==> src/core/sec_cfg_consts.svh <==
// Constants for the secondary configuration header register bank.
`ifndef SEC_CFG_CONSTS_SVH
`define SEC_CFG_CONSTS_SVH

// ==========================================================
// Register byte offsets
`define OFF_LAT_HDR 8'h4c
`define OFF_MEM_BAR 8'h50
`define OFF_IO_BAR 8'h54
`define OFF_XLAT 8'he0
`define OFF_SETUP 8'he4

// ==========================================================
// Reset values and field layout
`define LAT_RST_PCI 8'h00
`define LAT_RST_PCIX 8'h40
`define HDR_CFG_RST 7'h00
`define MEM_BASE_RST 20'h00000
`define IO_BASE_RST 24'h000000
`define XLAT_RST 20'h00000
`define SETUP_RST 32'h00000000
`define MEM_LOW_RO 12'h000
`define IO_LOW_RO 8'h01
`define CSR_OFF_W 12

// ==========================================================
// Bus answers
`define RESP_OKAY 2'h0
`define RESP_SLVERR 2'h2
`define RD_UNMAPPED 32'h00000000

`endif

==> src/core/sec_cfg_pkg.sv <==
// Types shared by the secondary configuration header register bank.
package sec_cfg_pkg;
    typedef logic [31:0] word_type;
    typedef logic [7:0] addr_type;
    typedef logic [19:0] page_type;
    typedef logic [1:0] resp_type;
endpackage

==> src/core/secondary_config_header_regs.sv <==
// Secondary configuration header register bank with AXI4-Lite access and window decode.
`timescale 1ns/1ps
`default_nettype none
`include "sec_cfg_consts.svh"
module secondary_config_header_regs
    import sec_cfg_pkg::*;
(
    input wire logic clk_sys, // System clock, 10 MHz.
    input wire logic srst, // Synchronous reset, active high.
    input wire logic reverse_mode, // Bridge runs in reverse direction.
    input wire logic pcix_mode, // Secondary bus runs PCI-X.
    input wire logic setup_load, // Loader writes the setup register.
    input wire word_type setup_load_data, // Value from the loader.
    input wire logic lookup_valid, // Address to decode is present.
    input wire logic lookup_is_io, // Address is an I/O space address.
    input wire word_type lookup_addr, // Address to decode.
    output logic csr_hit, // Hit in the own register page.
    output logic fwd_hit, // Hit forwarded upstream.
    output logic io_hit, // Hit in the I/O window.
    output word_type fwd_addr, // Translated upstream address.
    output logic [11:0] csr_offset, // Offset inside the register page.
    output logic [7:0] latency_timer, // Current secondary latency timer.
    input wire logic s_axi_awvalid, // Write address valid.
    output logic s_axi_awready, // Write address ready.
    input wire addr_type s_axi_awaddr, // Write address.
    input wire logic [2:0] s_axi_awprot, // Write protection, unused.
    input wire logic s_axi_wvalid, // Write data valid.
    output logic s_axi_wready, // Write data ready.
    input wire word_type s_axi_wdata, // Write data.
    input wire logic [3:0] s_axi_wstrb, // Write byte strobes.
    output logic s_axi_bvalid, // Write response valid.
    input wire logic s_axi_bready, // Write response ready.
    output resp_type s_axi_bresp, // Write response.
    input wire logic s_axi_arvalid, // Read address valid.
    output logic s_axi_arready, // Read address ready.
    input wire addr_type s_axi_araddr, // Read address.
    input wire logic [2:0] s_axi_arprot, // Read protection, unused.
    output logic s_axi_rvalid, // Read data valid.
    input wire logic s_axi_rready, // Read data ready.
    output word_type s_axi_rdata, // Read data.
    output resp_type s_axi_rresp // Read response.
);
    logic wr_en;
    addr_type wr_addr;
    word_type wr_data;
    logic [3:0] wr_strb;
    logic wr_ok;
    addr_type rd_addr;
    word_type rd_word;
    logic rd_ok;
    word_type lane_mask;
    logic [7:0] lat_reg;
    page_type mem_base_reg;
    logic [23:0] io_base_reg;
    page_type xlat_reg;
    word_type setup_reg;
    page_type size_mask;
    word_type lat_hdr_word;
    word_type mem_bar_word;
    word_type io_bar_word;

    // ==========================================================
    // Bus front end
    axi_lite_front u_front (
        .clk_sys(clk_sys),
        .srst(srst),
        .s_axi_awvalid(s_axi_awvalid),
        .s_axi_awready(s_axi_awready),
        .s_axi_awaddr(s_axi_awaddr),
        .s_axi_wvalid(s_axi_wvalid),
        .s_axi_wready(s_axi_wready),
        .s_axi_wdata(s_axi_wdata),
        .s_axi_wstrb(s_axi_wstrb),
        .s_axi_bvalid(s_axi_bvalid),
        .s_axi_bready(s_axi_bready),
        .s_axi_bresp(s_axi_bresp),
        .s_axi_arvalid(s_axi_arvalid),
        .s_axi_arready(s_axi_arready),
        .s_axi_araddr(s_axi_araddr),
        .s_axi_rvalid(s_axi_rvalid),
        .s_axi_rready(s_axi_rready),
        .s_axi_rdata(s_axi_rdata),
        .s_axi_rresp(s_axi_rresp),
        .wr_en(wr_en),
        .wr_addr(wr_addr),
        .wr_data(wr_data),
        .wr_strb(wr_strb),
        .wr_ok(wr_ok),
        .rd_addr(rd_addr),
        .rd_word(rd_word),
        .rd_ok(rd_ok)
    );

    assign lane_mask = {{8{wr_strb[3]}}, {8{wr_strb[2]}}, {8{wr_strb[1]}}, {8{wr_strb[0]}}};
    assign size_mask = setup_reg[31:`CSR_OFF_W];
    assign latency_timer = lat_reg;

    // ==========================================================
    // Address map
    always_comb begin
        wr_ok = 1'b0;
        unique case (wr_addr)
            `OFF_LAT_HDR, `OFF_MEM_BAR, `OFF_IO_BAR, `OFF_XLAT, `OFF_SETUP: wr_ok = 1'b1;
            default: wr_ok = 1'b0;
        endcase
    end

    // ==========================================================
    // Secondary latency timer
    always_ff @(posedge clk_sys) begin
        if (srst) begin
            lat_reg <= pcix_mode && !reverse_mode ? `LAT_RST_PCIX : `LAT_RST_PCI;
        end else if (reverse_mode) begin
            lat_reg <= `LAT_RST_PCI;
        end else if (wr_en && wr_addr == `OFF_LAT_HDR && wr_strb[1]) begin
            lat_reg <= wr_data[15:8];
        end
    end

    // ==========================================================
    // Memory window base, one bit at a time under the setup mask
    generate
        for (genvar i = 0; i < 20; i++) begin : g_base_bit
            always_ff @(posedge clk_sys) begin
                if (srst) begin
                    mem_base_reg[i] <= 1'b0;
                end else if (wr_en && wr_addr == `OFF_MEM_BAR && size_mask[i] &&
                    lane_mask[i+`CSR_OFF_W]) begin
                    mem_base_reg[i] <= wr_data[i+`CSR_OFF_W];
                end
            end
        end
    endgenerate

    // ==========================================================
    // I/O window base
    always_ff @(posedge clk_sys) begin
        if (srst) begin
            io_base_reg <= `IO_BASE_RST;
        end else if (wr_en && wr_addr == `OFF_IO_BAR) begin
            io_base_reg <= (io_base_reg & ~lane_mask[31:8]) | (wr_data[31:8] & lane_mask[31:8]);
        end
    end

    // ==========================================================
    // Translated base and setup
    always_ff @(posedge clk_sys) begin
        if (srst) begin
            xlat_reg <= `XLAT_RST;
        end else if (wr_en && wr_addr == `OFF_XLAT) begin
            xlat_reg <= (xlat_reg & ~lane_mask[31:12]) | (wr_data[31:12] & lane_mask[31:12]);
        end
    end

    // The loader wins over a bus write in the same cycle.
    always_ff @(posedge clk_sys) begin
        if (srst) begin
            setup_reg <= `SETUP_RST;
        end else if (setup_load) begin
            setup_reg <= setup_load_data;
        end else if (wr_en && wr_addr == `OFF_SETUP) begin
            setup_reg <= (setup_reg & ~lane_mask) | (wr_data & lane_mask);
        end
    end

    // ==========================================================
    // Read path, free of side effects
    assign lat_hdr_word = {8'h00, 1'b0, `HDR_CFG_RST, lat_reg, 8'h00};
    assign mem_bar_word = {mem_base_reg, `MEM_LOW_RO};
    assign io_bar_word = {io_base_reg, `IO_LOW_RO};

    always_comb begin
        rd_word = `RD_UNMAPPED;
        rd_ok = 1'b1;
        unique case (rd_addr)
            `OFF_LAT_HDR: rd_word = lat_hdr_word;
            `OFF_MEM_BAR: rd_word = mem_bar_word;
            `OFF_IO_BAR: rd_word = io_bar_word;
            `OFF_XLAT: rd_word = {xlat_reg, 12'h000};
            `OFF_SETUP: rd_word = setup_reg;
            default: rd_ok = 1'b0;
        endcase
    end

    // ==========================================================
    // Window decode
    window_decoder u_decode (
        .clk_sys(clk_sys),
        .srst(srst),
        .lookup_valid(lookup_valid),
        .lookup_is_io(lookup_is_io),
        .lookup_addr(lookup_addr),
        .mem_base(mem_base_reg),
        .size_mask(size_mask),
        .xlat_base(xlat_reg),
        .io_base(io_base_reg),
        .csr_hit(csr_hit),
        .fwd_hit(fwd_hit),
        .io_hit(io_hit),
        .fwd_addr(fwd_addr),
        .csr_offset(csr_offset)
    );
endmodule
`default_nettype wire

==> src/core/axi_lite_front.sv <==
// AXI4-Lite slave front end turning channel handshakes into register strobes.
`timescale 1ns/1ps
`default_nettype none
`include "sec_cfg_consts.svh"
module axi_lite_front
    import sec_cfg_pkg::*;
(
    input wire logic clk_sys, // System clock.
    input wire logic srst, // Synchronous reset.
    input wire logic s_axi_awvalid, // Write address valid.
    output logic s_axi_awready, // Write address ready.
    input wire addr_type s_axi_awaddr, // Write address.
    input wire logic s_axi_wvalid, // Write data valid.
    output logic s_axi_wready, // Write data ready.
    input wire word_type s_axi_wdata, // Write data.
    input wire logic [3:0] s_axi_wstrb, // Write byte strobes.
    output logic s_axi_bvalid, // Write response valid.
    input wire logic s_axi_bready, // Write response ready.
    output resp_type s_axi_bresp, // Write response.
    input wire logic s_axi_arvalid, // Read address valid.
    output logic s_axi_arready, // Read address ready.
    input wire addr_type s_axi_araddr, // Read address.
    output logic s_axi_rvalid, // Read data valid.
    input wire logic s_axi_rready, // Read data ready.
    output word_type s_axi_rdata, // Read data.
    output resp_type s_axi_rresp, // Read response.
    output logic wr_en, // Register write strobe.
    output addr_type wr_addr, // Register write address.
    output word_type wr_data, // Register write data.
    output logic [3:0] wr_strb, // Register write byte lanes.
    input wire logic wr_ok, // Write address is mapped.
    output addr_type rd_addr, // Register read address.
    input wire word_type rd_word, // Register read value.
    input wire logic rd_ok // Read address is mapped.
);
    logic aw_held_reg;
    logic w_held_reg;

    assign s_axi_awready = !aw_held_reg && !s_axi_bvalid;
    assign s_axi_wready = !w_held_reg && !s_axi_bvalid;
    assign s_axi_arready = !s_axi_rvalid;
    assign wr_en = aw_held_reg && w_held_reg && !s_axi_bvalid;
    assign rd_addr = s_axi_araddr;

    // ==========================================================
    // Write channel capture
    always_ff @(posedge clk_sys) begin
        if (srst) begin
            aw_held_reg <= 1'b0;
            wr_addr <= 8'h00;
        end else if (s_axi_awvalid && s_axi_awready) begin
            aw_held_reg <= 1'b1;
            wr_addr <= s_axi_awaddr;
        end else if (wr_en) begin
            aw_held_reg <= 1'b0;
        end
    end

    always_ff @(posedge clk_sys) begin
        if (srst) begin
            w_held_reg <= 1'b0;
            wr_data <= 32'h00000000;
            wr_strb <= 4'h0;
        end else if (s_axi_wvalid && s_axi_wready) begin
            w_held_reg <= 1'b1;
            wr_data <= s_axi_wdata;
            wr_strb <= s_axi_wstrb;
        end else if (wr_en) begin
            w_held_reg <= 1'b0;
        end
    end

    always_ff @(posedge clk_sys) begin
        if (srst) begin
            s_axi_bvalid <= 1'b0;
            s_axi_bresp <= `RESP_OKAY;
        end else if (wr_en) begin
            s_axi_bvalid <= 1'b1;
            s_axi_bresp <= wr_ok ? `RESP_OKAY : `RESP_SLVERR;
        end else if (s_axi_bready) begin
            s_axi_bvalid <= 1'b0;
        end
    end

    // ==========================================================
    // Read channel
    always_ff @(posedge clk_sys) begin
        if (srst) begin
            s_axi_rvalid <= 1'b0;
            s_axi_rdata <= 32'h00000000;
            s_axi_rresp <= `RESP_OKAY;
        end else if (s_axi_arvalid && s_axi_arready) begin
            s_axi_rvalid <= 1'b1;
            s_axi_rdata <= rd_ok ? rd_word : `RD_UNMAPPED;
            s_axi_rresp <= rd_ok ? `RESP_OKAY : `RESP_SLVERR;
        end else if (s_axi_rready) begin
            s_axi_rvalid <= 1'b0;
        end
    end
endmodule
`default_nettype wire

==> src/core/window_decoder.sv <==
// Decoder of the memory and I/O windows with direct upstream address translation.
`timescale 1ns/1ps
`default_nettype none
`include "sec_cfg_consts.svh"
module window_decoder
    import sec_cfg_pkg::*;
(
    input wire logic clk_sys, // System clock.
    input wire logic srst, // Synchronous reset.
    input wire logic lookup_valid, // Address to decode is present.
    input wire logic lookup_is_io, // Address is an I/O space address.
    input wire word_type lookup_addr, // Address to decode.
    input wire page_type mem_base, // Memory window base page.
    input wire page_type size_mask, // Writable base bits, which size the window.
    input wire page_type xlat_base, // Translated base page.
    input wire logic [23:0] io_base, // I/O window base.
    output logic csr_hit, // Hit in the own register page.
    output logic fwd_hit, // Hit above the register page, forwarded.
    output logic io_hit, // Hit in the I/O window.
    output word_type fwd_addr, // Translated upstream address.
    output logic [11:0] csr_offset // Offset inside the register page.
);
    page_type page;
    logic mem_hit;
    logic above_csr;

    assign page = lookup_addr[31:`CSR_OFF_W];
    // An all-zero mask leaves the window closed; a full mask is 4KB, bit 31 alone 2GB.
    assign mem_hit = !lookup_is_io && (size_mask != 20'h00000) &&
        (((page ^ mem_base) & size_mask) == 20'h00000);
    assign above_csr = (page & ~size_mask) != 20'h00000;

    always_ff @(posedge clk_sys) begin
        if (srst) begin
            csr_hit <= 1'b0;
            fwd_hit <= 1'b0;
            io_hit <= 1'b0;
            fwd_addr <= 32'h00000000;
            csr_offset <= 12'h000;
        end else begin
            csr_hit <= lookup_valid && mem_hit && !above_csr;
            fwd_hit <= lookup_valid && mem_hit && above_csr;
            io_hit <= lookup_valid && lookup_is_io && lookup_addr[31:8] == io_base;
            fwd_addr <= {(xlat_base & size_mask) | (page & ~size_mask),
                lookup_addr[`CSR_OFF_W-1:0]};
            csr_offset <= lookup_addr[`CSR_OFF_W-1:0];
        end
    end
endmodule
`default_nettype wire

==> config.mk <==
export PLATFORM = sky130hd
export DESIGN_NAME = secondary_config_header_regs
export DESIGN_NICKNAME = d
export VERILOG_FILES = /design/src/core/sec_cfg_pkg.sv /design/src/core/secondary_config_header_regs.sv /design/src/core/axi_lite_front.sv /design/src/core/window_decoder.sv
export VERILOG_INCLUDE_DIRS = /design/src /design/src/core
export SDC_FILE = /design/constraint.sdc
export NUM_CORES = 1
export LEC_CHECK = 0
export BUFFER_PORTS_ARGS = -buffer_cell sky130_fd_sc_hd__buf_4
export CORE_MARGIN = 3
export CORE_UTILIZATION = 57
export CTS_CLUSTER_SIZE = 8
export DETAILED_ROUTE_END_ITERATION = 10
export PLACE_DENSITY = 0.94
export SYNTH_ARGS = -nofsm -noshare
export SYNTH_HDL_FRONTEND = slang
export SYNTH_HIERARCHICAL = 1
export SYNTH_SLANG_ARGS = --single-unit
==> constraint.sdc <==
create_clock -name clk_sys -period 3.4 [get_ports clk_sys]
set_clock_uncertainty 0.05 [all_clocks]
set_input_delay 0.68 -clock clk_sys [delete_from_list [all_inputs] [get_ports clk_sys]]
set_output_delay 0.68 -clock clk_sys [all_outputs]
set_load 0.05 [all_outputs]
==> flow_metrics.tcl, run 1 <==
set metrics [dict create \
    routedWlPerCell_um 20.0 \
    portBuffers 221 \
    drive_above_1_share 0.231 \
    whs_path_depth 2 \
    die_h_um 140 \
    synthArstFlopShare 0 \
    drc 0 \
    path_class "reg2reg" \
    multi_input_area_um2 5110 \
    synthFlopType "dfxtp_1" \
    yosysSeqAreaShare 0.440 \
    cellPowerDensity_nw_per_um2 497 \
    cts_max_path_buffers 3 \
    p_sw_frac 0.261 \
    ant_nets 0 \
    final_cells 1586 \
    min-delay-start "lookup_addr[2]" \
    power_uw 6200 \
    worst_slew_pin_slew_ps 1280 \
    synth-edff-count 8 \
    start_kind "flip-flop" \
    status "finished, final reports clean" \
    wl_um 31700 \
    setup_tns_ps 0 \
    die_w_um 140 \
    seqPwrFrac 0.458 \
    required_ps 3780 \
    whs_ps 295 \
    hpwlAfterDp_um 22500 \
    ir_worst_vdd_mv 0.406 \
    setup_viol 0 \
    critPathMaxStageDelay_ps 630 \
    critPathArrivalTime_ps 2900 \
    finalWeightedCongestion 0.997 \
    hold_viol 0 \
    antennaDiodeCount 0 \
    first_pass_iters 6 \
    ys_ff_latch 221 \
    rows 48 \
    grt_usage 0.304 \
    hold_end "u_decode/fwd_addr[2]$_SDFF_PP0_" \
    via_per_inst 6.12 \
    fmaxAchievable_ghz 0.396 \
    power_frac_comb 0.118 \
    p_sw_uw 1620 \
    fillerInstances 1279 \
    root_buffer "clkbuf_16" \
    slew_headroom 0.147 \
    crit_slowest_cell "and4_1" \
    design.core.area_um2 17500 \
    clkTransAtPathRegs_ps 50 \
    cp_cell_sequence "and3b_1 -> nor4bb_1 -> buf_4 -> and4_1 -> a21boi_0 -> o21ba_2" \
    clkSinkCount 221 \
    io_pins 230 \
    post_cts_resized 0 \
    die-area_um2 19600 \
    yosysUniqueCellTypes 71 \
    vias 9704 \
    cts_hold_buf 0 \
    initial_core_util 0.586 \
    path_max_fanout 16 \
    placedCellCount 1549 \
    rr_startpoint "u_front/s_axi_bvalid$_SDFFE_PP0P_" \
    maxSlewViolCount 0 \
    r2r_cells 6 \
    synthCells 1189 \
    endpoint_kind "flip-flop" \
    yosys_warnings 6 \
    drv_cap 0 \
    cts_buffers 31 \
    antenna_found_initial 0 \
    p_int_uw 4590 \
    nets 1491 \
    grt_pass1_vias 9355 \
    syn_avg_cell_area_um2 8.62 \
    overflow 0 \
    htreeDepth 1 \
    syn2layout_area_growth_pct 21.7 \
    grt_max_degree 79 \
    cts_tree "built" \
    drtIter0Drc 1021 \
    grt_pass1_wl_um 49000 \
    period_minus_slack_ps 2520 \
    p_leak_uw 0.00515 \
    post_cts.repair.setup_buffers 0 \
    r2r_end "mem_bar_word[17]$_SDFFE_PP0P_" \
    min_period_over_period 0.742 \
    layout.area.seq_um2 4500 \
    clock_latency_ps 550 \
    p_clk_frac 0.423 \
    syn_area_um2 10200 \
    hold_class "in2reg" \
    rsz0062_at_grt "false" \
    reg2reg_slack_ps 880 \
]
-- cells by family (layout without fill, tap and decap cells) --
| group | count (synthesis) | after routing | share of synthesized area |
|---|---|---|---|
| AO/OA/AOI/OAI | 252 | 252 | 0.165 |
| XOR/XNOR | 44 | 44 | 0.0376 |
| buffers and inverters | 106 | 277 | 0.0630 |
| flip-flops | 221 | 221 | 0.440 |
| multiplexers | 40 | 40 | 0.0391 |
| other | 1 | 2 | 0.000366 |
| AND/OR/NAND/NOR | 525 | 525 | 0.256 |
-- power by group through the flow --
stage          combinational [uW]  sequential [uW]  clock [uW]
2_1_floorplan                 390             2930           0
3_3_place_gp                  710             2870           0
3_5_place_dp                  724             2880           0
4_1_cts                       729             2830        2640
5_1_grt                       781             2850        2770
6_report                      735             2840        2630
-- cell usage after synthesis (4+ instances only) --
cell type  instances  area, um2
a22oi_1           18        135
buf_6              9        101
clkbuf_1          39        146
nand3_1           49        245
a21oi_1          129        646
nor3_1            37        185
inv_1              7       26.3
a211oi_1          19        143
buf_4             28        210
a221oi_1           7       61.3
xnor2_1           11       96.3
nor4_1            18        113
dfxtp_1          213       4260
nand4_1           15       93.8
o21ai_0           21        105
a21bo_2            6       60.1
mux2i_1           40        400
a21boi_0          14        105
buf_2             14       70.1
and2_1            14       87.6
o21ba_2           13        130
xor2_1            33        289
nor2_1            73        274
nor3b_1           10       75.1
clkbuf_8           5       68.8
a22o_1             4       35.0
nand2_1          217        815
nand2b_1          19        119
edfxtp_1           8        240
and3_1            18        113
nor2b_1           21        131
-- worst max path at each step --
stage / startpoint / endpoint / slack [ps] / cells after the start
after CTS: u_front/s_axi_bvalid$_SDFFE_PP0P_ / mem_bar_word[17]$_SDFFE_PP0P_ / 950 / 6
after global routing: u_front/s_axi_bvalid$_SDFFE_PP0P_ / mem_bar_word[17]$_SDFFE_PP0P_ / 780 / 6
after floorplan: u_front/s_axi_bvalid$_SDFFE_PP0P_ / latency_timer[0]$_SDFFCE_PP0P_ / 860 / 6
after global placement: s_axi_araddr[2] / u_front/s_axi_rdata[29]$_SDFFE_PP0P_ / 820 / 5
after detailed placement: s_axi_araddr[2] / u_front/s_axi_rdata[12]$_SDFFE_PP0P_ / 740 / 5
final: u_front/s_axi_bvalid$_SDFFE_PP0P_ / mem_bar_word[17]$_SDFFE_PP0P_ / 880 / 6
-- layout make-up --
type,instances,area share
timing repair buffer,232,0.140
tap,225,0.0226
multi-input combinational,863,0.410
inverter,8,0.00241
clock inverter,2,0.00110
clock buffer,35,0.0634
sequential,221,0.361
-- per-stage QoR --
stage	cell area, um2	util	setup WS, ps
after floorplan	10300	-	857
after global placement	11700	0.668	820
after detailed placement	11700	0.668	742
after CTS	12500	0.714	951
after global routing	12500	0.714	784
final	12500	0.714	877
-- per-layer routing --
layer  wire, um  share of wire  global-route usage
met4        854          0.027               0.106
met3       3510           0.11              0.0591
met1      12500           0.40               0.407
met5          0              0                   0
met2      14800           0.47               0.496
-- cells in the final DEF (no fill, tap or decap), drive strengths merged, types with 6 or more instances in the layout --
master,count
a211oi,19
a21bo,6
a21boi,14
a21oi,131
a221oi,10
a22oi,18
and2,15
and3,18
and4,6
buf,232
clkbuf,35
dfxtp,213
edfxtp,8
inv,8
mux2i,40
nand2,217
nand2b,19
nand3,49
nand4,18
nor2,73
nor2b,21
nor3,38
nor3b,13
nor4,19
o21ai,21
o21ba,14
xnor2,11
xor2,33
-- worst max-delay path, delay by kind of cell, from the launching register on --
family / cells / cell delay [ps]
AO/OA/AOI/OAI: 2 / 420
AND/OR/NAND/NOR: 3 / 1300
buffers and inverters: 1 / 210
flip-flops: 1 / 420
Note: power is estimated with default switching activity, not from simulation.
==> run 2: changes to the inputs <==
CORE_UTILIZATION = 49   (was 57)
PLACE_DENSITY = 0.87   (was 0.94)
clock period = 2.21 ns   (was 3.4 ns; I/O delays follow)
==> flow_metrics.tcl, run 2 (synthesis results as in run 1) <==
set metrics [dict create \
    status "finished, final reports clean" \
    cp_cell_sequence "and3b_1 -> nor4bb_1 -> buf_4 -> nand4_1 -> nand2_1 -> a21oi_1" \
    cts_buffers 31 \
    placedCellCount 1625 \
    rr_startpoint "u_front/aw_held_reg$_SDFFE_PP0P_" \
    critPathMaxStageDelay_ps 430 \
    cts_hold_buf 0 \
    reg2reg_slack_ps 70 \
    p_clk_frac 0.422 \
    routedWlPerCell_um 19.7 \
    grt_pass1_wl_um 49600 \
    initial_core_util 0.503 \
    ir_worst_vdd_mv 0.617 \
    critPathBufInv 1 \
    r2r_cells 6 \
    rsz0062_at_grt "false" \
    hpwlAfterDp_um 23600 \
    drc 0 \
    hold_end "u_decode/fwd_addr[2]$_SDFF_PP0_" \
    vias 9671 \
    ant_nets 0 \
    path_class "reg2reg" \
    finalWeightedCongestion 1.00 \
    grt_pass1_vias 9170 \
    cellPowerDensity_nw_per_um2 750 \
    syn2layout_area_growth_pct 25.0 \
    cts_max_path_buffers 3 \
    p_sw_frac 0.263 \
    setup_viol 0 \
    antennaDiodeCount 0 \
    slew_headroom 0.456 \
    drv_cap 0 \
    clock_latency_ps 540 \
    crit_slowest_cell "dfxtp_1" \
    grt_usage 0.277 \
    drive_above_1_share 0.250 \
    whs_path_depth 2 \
    via_per_inst 5.82 \
    fmaxAchievable_ghz 0.466 \
    design.core.area_um2 20400 \
    overflow 0 \
    critPathArrivalTime_ps 2480 \
    power_frac_comb 0.128 \
    grt_max_degree 82 \
    p_leak_uw 0.00532 \
    cts_tree "built" \
    seqPwrFrac 0.450 \
    setup_tns_ps 0 \
    clkSinkCount 221 \
    die-area_um2 22700 \
    root_buffer "clkbuf_16" \
    postPlaceCellArea_um2 12000 \
    post_cts_resized 0 \
    final_cells 1662 \
    rows 52 \
    p_int_uw 7090 \
    fillerInstances 1693 \
    path_max_fanout 9 \
    p_sw_uw 2520 \
    hold_class "in2reg" \
    worst_slew_pin_slew_ps 815 \
    clkTransAtPathRegs_ps 50 \
    maxSlewViolCount 0 \
    htreeDepth 1 \
    die_w_um 151 \
    final_common_cell "buf_4" \
    post_cts.repair.setup_buffers 0 \
    fin_ws_ps 65.5 \
    io_pins 230 \
    final_cell_mix "buf_4, nand2_1, dfxtp_1" \
    wl_um 32700 \
    antenna_found_initial 0 \
    die_h_um 151 \
    crit_family "simple AND/OR/NAND/NOR gates" \
    portBuffers 221 \
    required_ps 2540 \
    min-delay-start "lookup_addr[2]" \
    first_pass_iters 8 \
    drtIter0Drc 833 \
    start_kind "flip-flop" \
    dpl_worst_slack_ps 38.5 \
    design_area_um2 12800 \
    min_period_over_period 0.970 \
    endpoint_kind "flip-flop" \
    period_minus_slack_ps 2140 \
    nets 1522 \
    power_uw 9610 \
    hold_viol 0 \
]
run 2: metal layers:
metal  wire, um  share of wire  global-route usage  up-vias
met1      13300           0.41               0.379     4549
met3       3630           0.11              0.0596       60
li1           -              -                   -     4515
met2      15000           0.46               0.445      547
met4        819          0.025              0.0721        0
met5          0              0                   0        -
run 2: power by group through the flow:
| stage | Sequential (uW) | Clock [uW] | Combinational (uW) |
|---|---|---|---|
| 4_1_cts | 4320 | 4120 | 1220 |
| 3_5_place_dp | 4400 | 0 | 1210 |
| 5_1_grt | 4340 | 4260 | 1310 |
| 6_report | 4330 | 4060 | 1230 |
| 2_1_floorplan | 4510 | 0 | 601 |
| 3_3_place_gp | 4390 | 0 | 1190 |
run 2: final cells by class:
class	instances	area [um2]	share of cell area
multi-input combinational	863	5110	0.399
inverter	8	30.0	0.00234
clock buffer	35	791	0.0617
clock inverter	2	13.8	0.00107
timing repair buffer	263	2020	0.157
sequential	221	4510	0.352
tap	270	338	0.0264
run 2: metrics by stage:
step,hold WS (ps),utilization
6_report,72.8,0.629
5_1_grt,69.0,0.629
4_1_cts,59.8,0.629
3_5_place_dp,397,0.589
3_3_place_gp,390,0.589
2_1_floorplan,386,-
run 2: how the worst max path moves through the flow:
| stage | startpoint | endpoint | slack [ps] | cells after the start |
|---|---|---|---|---|
| finish | u_front/aw_held_reg$_SDFFE_PP0P_ | flip-flop | 70 | 6 |
| global route | u_front/aw_held_reg$_SDFFE_PP0P_ | flip-flop | 20 | 6 |
| CTS | u_front/aw_held_reg$_SDFFE_PP0P_ | flip-flop | 80 | 5 |
| detailed placement | s_axi_araddr[3] | u_front/s_axi_rdata[24]$_SDFFE_PP0P_ | 40 | 8 |
| global placement | s_axi_araddr[3] | u_front/s_axi_rdata[24]$_SDFFE_PP0P_ | 50 | 8 |
| floorplan | s_axi_araddr[5] | u_front/s_axi_rdata[22]$_SDFFE_PP0P_ | 50 | 9 |
